==> src/osssc_pkg.sv <==
// Package with register map, field positions and timing constants for the sync control block.
package osssc_pkg;
  localparam logic [7:0] SYSCTL_ADDR = 8'h0d;
  localparam logic [7:0] SYNCCTL_ADDR = 8'h10;
  localparam logic [7:0] STATUS_ADDR = 8'h11;
  localparam logic [7:0] SYSCTL_RST = 8'h00;
  localparam logic [7:0] SYNCCTL_RST = 8'h00;
  localparam int SYS_SOFT_RESET_BIT = 0;
  localparam int SYS_POWER_SAVE_BIT = 1;
  localparam int SYS_DYN_PD_BIT = 2;
  localparam int SYS_ONE_CH_BIT = 3;
  localparam int SYNC_PIN_FN_LSB = 0;
  localparam int SYNC_RESYNC_BIT = 4;
  localparam int SYNC_TS_BIT = 7;
  localparam logic [3:0] PIN_FN_INTERNAL = 4'h0;
  localparam logic [3:0] PIN_FN_SLAVE_A = 4'h2;
  localparam logic [3:0] PIN_FN_SLAVE_B = 4'h3;
  localparam logic [3:0] PIN_FN_MASTER_A = 4'h4;
  localparam logic [3:0] PIN_FN_MASTER_B = 4'h5;
  localparam int CLK_HZ = 25000000;
  localparam int OSC_HZ = 32768;
  // Cycles of mclk per tick of the sampling oscillator, rounded down.
  localparam int OSC_DIV = CLK_HZ / OSC_HZ;
  localparam int DYN_PD_MAX_SPS = 256;
  localparam logic [2:0] TS_BLOCK_LAST = 3'h7;
  localparam logic [3:0] SOFT_RESET_CYCLES = 4'h8;
  localparam logic [7:0] CONV_TICKS = 8'h10;
  typedef enum logic [1:0] {OSSSC_IDLE, OSSSC_CONV, OSSSC_GAP} osssc_state_t;
endpackage

==> src/osssc_top.sv <==
// Top module of the sync control block: two control registers and sample sequencing.
//
// The implementer's own choice: the address-and-strobe port.
`timescale 1ns/1ns
module osssc_top #(
  parameter bit DUAL_CHANNEL = 1'b1
) (
  // Clock and reset.
  input wire logic mclk,
  input wire logic resetn,
  // Register port.
  input wire logic [7:0] reg_addr,
  input wire logic [7:0] reg_wdata,
  input wire logic reg_wr,
  input wire logic reg_rd,
  output logic [7:0] reg_rdata,
  // Sample rate and raw conversion result from the analog front end.
  input wire logic [11:0] sample_rate_sps,
  input wire logic [7:0] conv_data,
  // Interrupt flags raised elsewhere in the part.
  input wire logic [3:0] irq_flags_in,
  output logic [3:0] irq_flags,
  // General purpose pins.
  input wire logic gp1_in,
  output logic gp1_out,
  output logic gp1_oe,
  output logic gp2_enable,
  // Operating state outputs.
  output logic first_channel_on,
  output logic second_channel_on,
  output logic osc_running,
  output logic analog_powered,
  output logic conv_active,
  output logic [7:0] conv_result,
  output logic timestamp_push,
  output logic soft_reset_pulse,
  output logic use_external_clock
);
  logic rst_meta_r;
  logic rst_sync_r;
  logic gp1_meta_r;
  logic gp1_sync_r;
  logic gp1_prev_r;
  logic [7:0] sysctl_r;
  logic [7:0] syncctl_r;
  logic [3:0] srst_cnt_r;
  logic [15:0] osc_cnt_r;
  logic [7:0] conv_cnt_r;
  logic [2:0] ts_cnt_r;
  logic [7:0] result_r;
  logic [7:0] rdata_r;
  logic ts_push_r;
  logic master_out_r;
  osssc_pkg::osssc_state_t state_r;
  osssc_pkg::osssc_state_t state_nxt;

  // Synchronised reset release.
  always_ff @(posedge mclk or negedge resetn) begin
    if (!resetn) begin
      rst_meta_r <= 1'b0;
      rst_sync_r <= 1'b0;
    end else begin
      rst_meta_r <= 1'b1;
      rst_sync_r <= rst_meta_r;
    end
  end

  // Decoded control fields.
  wire sys_wr = reg_wr && (reg_addr == osssc_pkg::SYSCTL_ADDR);
  wire sync_wr = reg_wr && (reg_addr == osssc_pkg::SYNCCTL_ADDR);
  wire power_save = sysctl_r[osssc_pkg::SYS_POWER_SAVE_BIT];
  wire soft_reset_busy = sysctl_r[osssc_pkg::SYS_SOFT_RESET_BIT];
  wire one_channel_select = sysctl_r[osssc_pkg::SYS_ONE_CH_BIT];
  wire dynamic_power_down = sysctl_r[osssc_pkg::SYS_DYN_PD_BIT];
  wire timestamp_push_enable = syncctl_r[osssc_pkg::SYNC_TS_BIT];
  wire software_resync = syncctl_r[osssc_pkg::SYNC_RESYNC_BIT];
  wire [3:0] pin_fn = syncctl_r[osssc_pkg::SYNC_PIN_FN_LSB +: 4];
  wire slave_mode = (pin_fn == osssc_pkg::PIN_FN_SLAVE_A) ||
                    (pin_fn == osssc_pkg::PIN_FN_SLAVE_B);
  wire master_mode = (pin_fn == osssc_pkg::PIN_FN_MASTER_A) ||
                     (pin_fn == osssc_pkg::PIN_FN_MASTER_B);
  wire low_rate = ({20'h00000, sample_rate_sps} <= osssc_pkg::DYN_PD_MAX_SPS);
  wire srst_done = soft_reset_busy && (srst_cnt_r == osssc_pkg::SOFT_RESET_CYCLES);
  wire srst_start = sys_wr && reg_wdata[osssc_pkg::SYS_SOFT_RESET_BIT] && !soft_reset_busy;
  wire run = !power_save && !soft_reset_busy;
  wire osc_tick = run && (osc_cnt_r == 16'(osssc_pkg::OSC_DIV - 1));
  wire trig_edge = gp1_sync_r && !gp1_prev_r;
  wire sample_start = slave_mode ? (run && trig_edge) : osc_tick;
  wire conv_done = (state_r == osssc_pkg::OSSSC_CONV) && osc_tick &&
                   (conv_cnt_r == osssc_pkg::CONV_TICKS - 8'h01);

  // Register bank with self-clearing bits; soft reset zeroes both registers.
  always_ff @(posedge mclk or negedge rst_sync_r) begin
    if (!rst_sync_r) begin
      sysctl_r <= osssc_pkg::SYSCTL_RST;
      syncctl_r <= osssc_pkg::SYNCCTL_RST;
      srst_cnt_r <= 4'h0;
    end else if (srst_done) begin
      sysctl_r <= osssc_pkg::SYSCTL_RST;
      syncctl_r <= osssc_pkg::SYNCCTL_RST;
      srst_cnt_r <= 4'h0;
    end else if (soft_reset_busy) begin
      srst_cnt_r <= srst_cnt_r + 4'h1;
    end else begin
      if (sys_wr) begin
        sysctl_r <= {4'h0, reg_wdata[3:0]};
      end
      if (sync_wr) begin
        syncctl_r <= {reg_wdata[7], 2'b00, reg_wdata[4:0]};
      end else if (software_resync) begin
        syncctl_r[osssc_pkg::SYNC_RESYNC_BIT] <= 1'b0;
      end
    end
  end

  // Pin synchroniser for the trigger input.
  always_ff @(posedge mclk or negedge rst_sync_r) begin
    if (!rst_sync_r) begin
      gp1_meta_r <= 1'b0;
      gp1_sync_r <= 1'b0;
      gp1_prev_r <= 1'b0;
    end else begin
      gp1_meta_r <= gp1_in;
      gp1_sync_r <= gp1_meta_r;
      gp1_prev_r <= gp1_sync_r;
    end
  end

  // Internal sampling oscillator divider, halted in power save.
  always_ff @(posedge mclk or negedge rst_sync_r) begin
    if (!rst_sync_r) begin
      osc_cnt_r <= 16'h0000;
    end else if (!run) begin
      osc_cnt_r <= 16'h0000;
    end else if (osc_tick) begin
      osc_cnt_r <= 16'h0000;
    end else begin
      osc_cnt_r <= osc_cnt_r + 16'h0001;
    end
  end

  // Sample sequencer.
  always_comb begin
    state_nxt = state_r;
    case (state_r)
      osssc_pkg::OSSSC_IDLE: begin
        if (sample_start) begin
          state_nxt = osssc_pkg::OSSSC_CONV;
        end
      end
      osssc_pkg::OSSSC_CONV: begin
        if (conv_done) begin
          state_nxt = osssc_pkg::OSSSC_GAP;
        end
      end
      osssc_pkg::OSSSC_GAP: begin
        if (sample_start) begin
          state_nxt = osssc_pkg::OSSSC_CONV;
        end
      end
      default: begin
        state_nxt = osssc_pkg::OSSSC_IDLE;
      end
    endcase
    if (!run) begin
      state_nxt = osssc_pkg::OSSSC_IDLE;
    end else if (software_resync) begin
      state_nxt = osssc_pkg::OSSSC_CONV;
    end
  end

  always_ff @(posedge mclk or negedge rst_sync_r) begin
    if (!rst_sync_r) begin
      state_r <= osssc_pkg::OSSSC_IDLE;
      conv_cnt_r <= 8'h00;
    end else begin
      state_r <= state_nxt;
      if (state_nxt != osssc_pkg::OSSSC_CONV || state_r != osssc_pkg::OSSSC_CONV ||
          software_resync) begin
        conv_cnt_r <= 8'h00;
      end else if (osc_tick) begin
        conv_cnt_r <= conv_cnt_r + 8'h01;
      end
    end
  end

  // Result capture, timestamp block counter and master sample output.
  always_ff @(posedge mclk or negedge rst_sync_r) begin
    if (!rst_sync_r) begin
      result_r <= 8'h00;
      ts_cnt_r <= 3'h0;
      ts_push_r <= 1'b0;
      master_out_r <= 1'b0;
    end else if (soft_reset_busy) begin
      result_r <= 8'h00;
      ts_cnt_r <= 3'h0;
      ts_push_r <= 1'b0;
      master_out_r <= 1'b0;
    end else begin
      ts_push_r <= 1'b0;
      master_out_r <= master_mode && run && sample_start;
      if (conv_done && run) begin
        result_r <= conv_data;
        ts_cnt_r <= ts_cnt_r + 3'h1;
        ts_push_r <= timestamp_push_enable && (ts_cnt_r == osssc_pkg::TS_BLOCK_LAST);
      end
    end
  end

  // Read data, one cycle after the read strobe.
  wire [7:0] status_val = {5'h00, state_r == osssc_pkg::OSSSC_CONV, osc_running, analog_powered};
  wire [7:0] rd_mux = (reg_addr == osssc_pkg::SYSCTL_ADDR) ? sysctl_r :
                      (reg_addr == osssc_pkg::SYNCCTL_ADDR) ? syncctl_r :
                      (reg_addr == osssc_pkg::STATUS_ADDR) ? status_val : 8'h00;
  always_ff @(posedge mclk or negedge rst_sync_r) begin
    if (!rst_sync_r) begin
      rdata_r <= 8'h00;
    end else if (reg_rd) begin
      rdata_r <= rd_mux;
    end
  end

  assign reg_rdata = rdata_r;
  assign irq_flags = power_save ? 4'h0 : irq_flags_in;
  assign first_channel_on = run;
  assign second_channel_on = run && (!DUAL_CHANNEL ? 1'b0 : !one_channel_select);
  assign osc_running = run;
  assign analog_powered = run && !(dynamic_power_down && low_rate &&
                                   state_r != osssc_pkg::OSSSC_CONV);
  assign conv_active = state_r == osssc_pkg::OSSSC_CONV;
  assign conv_result = result_r;
  assign timestamp_push = ts_push_r;
  assign soft_reset_pulse = srst_start;
  assign gp1_out = master_out_r;
  assign gp1_oe = master_mode;
  assign gp2_enable = pin_fn != osssc_pkg::PIN_FN_INTERNAL;
  assign use_external_clock = pin_fn == osssc_pkg::PIN_FN_SLAVE_B ||
                              pin_fn == osssc_pkg::PIN_FN_MASTER_B;
endmodule

==> config.mk <==
export PLATFORM = sky130hd
export DESIGN_NAME = osssc_top
export DESIGN_NICKNAME = d
export VERILOG_FILES = /design/src/osssc_pkg.sv /design/src/osssc_top.sv
export SDC_FILE = /design/constraint.sdc
export NUM_CORES = 1
export LEC_CHECK = 0
export BUFFER_PORTS_ARGS = -buffer_cell sky130_fd_sc_hd__buf_2
export CAP_MARGIN = 20
export CORE_ASPECT_RATIO = 0.75
export CORE_MARGIN = 8
export CORE_UTILIZATION = 50
export CTS_BUF_LIST = sky130_fd_sc_hd__clkbuf_8
export CTS_CLUSTER_DIAMETER = 40
export DETAILED_ROUTE_END_ITERATION = 10
export HOLD_SLACK_MARGIN = 0.06
export PLACE_DENSITY = 0.76
export SLEW_MARGIN = 20
export SYNTH_ARGS = -nofsm -noshare
export SYNTH_HDL_FRONTEND = slang
export SYNTH_SLANG_ARGS = --single-unit
==> constraint.sdc <==
create_clock -name mclk -period 2.7 [get_ports mclk]
set_input_delay 0.405 -clock mclk [delete_from_list [all_inputs] [get_ports mclk]]
set_output_delay 0.405 -clock mclk [all_outputs]
set_load 0.02 [all_outputs]
==> impl_metrics.py <==
metrics = {
    "synthesis": {
        "yosysTopAreaCellShare": 0.509,
        "synth.largest_area_cell": "dfrtp_1",
        "synth.cell_area_um2": 3150,
        "synth.distinct_cells": 49,
        "yosysSeqAreaShare": 0.509,
        "synth_flop_cell": "dfrtp_1",
        "synth_commonest_cells": "dfrtp_1, nand2_1, nor2_1",
        "yosys_register_bits": 64,
        "yosysWarnings": 0,
        "async_flop_share": 1.00,
        "syn_inst": 329,
        "synth_area_per_cell_um2": 9.57,
        "synth.area.top_cells": "dfrtp_1, nand2_1, nor2_1",
        "synth-edff-count": 0,
        "synth.most_common_cell": "dfrtp_1",
    },
    "routing": {
        "drt_iter0_drc": 102,
        "via_per_inst": 5.20,
        "wirelength_um": 7200,
        "vias": 2543,
        "ant_nets": 0,
        "first_pass_iters": 4,
        "drt-wirelength-per-cell_um": 14.7,
        "drc": 0,
    },
    "floorplanning": {
        "die_area_um2": 9120,
        "initial_core_util": 0.508,
        "core_um2": 6190,
        "die_w_um": 108,
        "fp-row-count": 25,
        "ios": 76,
        "die_h_um": 84.7,
    },
    "sta": {
        "worst_slew_pin_slew_ps": 605,
        "grt_setup_unrepaired": "no",
        "min_period_ps": 2230,
        "final-hold-violation-count": 0,
        "clock.fmax_mhz": 449,
        "maxSlewHeadroom": 0.597,
        "final-setup-viol-count": 0,
        "finalClockSkew_ps": 8.49,
        "period_share": 0.825,
        "setup_slack_ps": 473,
        "slew_violations": 0,
        "finalSetupTns_ps": 0,
    },
    "setup_path": {
        "critPathCaptureType": "output pin",
        "rrSetupSlack_ps": 510,
        "cp_data_arrival_time_ps": 1820,
        "critPathKind": "in2out",
        "worstRegToRegCells": 6,
        "r2r_start": "sysctl_r[0]$_DFF_PN0_",
        "cp-start-kind": "input port",
        "worst_ep_required_time_ps": 2300,
        "path_max_fanout": 6,
        "r2r-end": "osc_cnt_r[9]$_DFF_PN0_",
    },
    "cts": {
        "ctsHoldBuffers": 1,
        "postCtsSetupBuffers": 0,
        "cts_buffer_depth": 2,
        "h-tree-depth": 3,
        "cts_made_buffers": 9,
        "root_buffer": "clkbuf_8",
        "cts-resized-gates": 0,
        "clk_pin_slew_ps": 70,
        "cts_tree": "yes",
        "insertion_delay_ps": 350,
        "cts_sinks": 64,
    },
    "power_and_ir_drop": {
        "ir_drop_v": 0.000531,
        "power.density_nw_per_um2": 655,
        "p_leak_uw": 0.00176,
        "total_power_uw": 2470,
    },
    "grt": {
        "grt_max_degree": 50,
        "gr-total-overflow": 0,
        "antenna_found_initial": 0,
        "grt_pass1_vias": 2591,
        "grt_pass1_wl_um": 12100,
        "track_usage": 0.167,
    },
    "flow_run": {
        "drv_cap": 0,
    },
    "cells_and_area": {
        "fillers": 543,
        "fin_util": 0.609,
        "drive_gt1_frac": 0.252,
        "antenna_cells": 0,
        "syn_to_final_growth_pct": 19.8,
        "nNetsFinal": 456,
        "finalNonFillerCells": 489,
    },
    "placement": {
        "dp_cells": 473,
        "gp_congestion": 0.846,
        "portBuffers": 71,
        "dp_slack_ps": 484,
        "dp_hpwl_um": 5390,
    },
    "status": {
        "status": "complete, no violations",
    },
    "hold_path": {
        "hp-class": "reg2async",
    },
}
[logic make-up after synthesis]
logic type,share of synthesized area
simple gates,0.270
flops,0.509
compound gates,0.0799
buf+inv,0.0366
xor+xnor,0.0584
fa+ha+maj,0.0278
mux,0.0163
other cells,0.00239
[metal layers]
layer  vias up  share of wire  wire [um]  track usage
met2        80           0.45       3220        0.250
met1      1191           0.45       3260        0.213
met4         0          0.011         77       0.0490
li1       1265              -          -            -
met3         7          0.088        636       0.0689
met5         -              0          0            0
[state kept, by name, indices dropped and copies added (netlist names), 2 cells and up]
name         cells
osc_cnt_r       16
conv_cnt_r       8
sysctl_r         4
state_r          2
conv_result      8
ts_cnt_r         3
syncctl_r        6
reg_rdata        6
srst_cnt_r       4
[layout make-up]
type                       count  area (um2)  area share
multi-input combinational    242        1440       0.381
clock inverter                 5        50.0      0.0133
timing repair buffer          77         403       0.107
sequential                    64        1600       0.425
clock buffer                  10         138      0.0365
inverter                      10        40.0      0.0106
tap                           81         101      0.0269
[per-stage QoR]
step | hold slack, ps | instance area (um2)
6_report | 141 | 3770
5_1_grt | 146 | 3770
4_1_cts | 154 | 3770
3_5_place_dp | 157 | 3570
3_3_place_gp | 151 | 3570
2_1_floorplan | 109 | 3150
[how the worst max path moves through the flow]
stage | depth (start not counted) | to | startpoint
finish | 7 | soft_reset_pulse | reg_addr[1]
global route | 7 | conv_result[1]$_DFFE_PN0P_ | osc_cnt_r[1]$_DFF_PN0_
CTS | 7 | soft_reset_pulse | reg_addr[1]
detailed placement | 7 | soft_reset_pulse | reg_addr[1]
global placement | 7 | soft_reset_pulse | reg_addr[1]
floorplan | 5 | soft_reset_pulse | reg_addr[1]
[power by group]
part	leakage (uW)	total [uW]	internal (uW)	switching [uW]
clock	0.000101	791	438	353
sequential	0.000823	1180	1080	100
combinational	0.000832	496	187	310
[cell usage in the layout, fill, tap and decap left out, types with 9 or more instances in the layout]
master / Yosys / routed
nand3_1: 15 / 15
o21ai_0: 26 / 26
xor2_1: 12 / 12
nand2_1: 54 / 54
xnor2_1: 9 / 9
clkbuf_8: 0 / 10
nor2_1: 40 / 40
inv_1: 9 / 11
buf_2: 3 / 71
dfrtp_1: 64 / 63
[critical path: stages]
cell and delay, ps:
buf_2 90, nor4_1 270, buf_4 180, and2_1 190, and3_1 330, and2_1 180
buf_2 160
(Power assumes the default switching activity.)
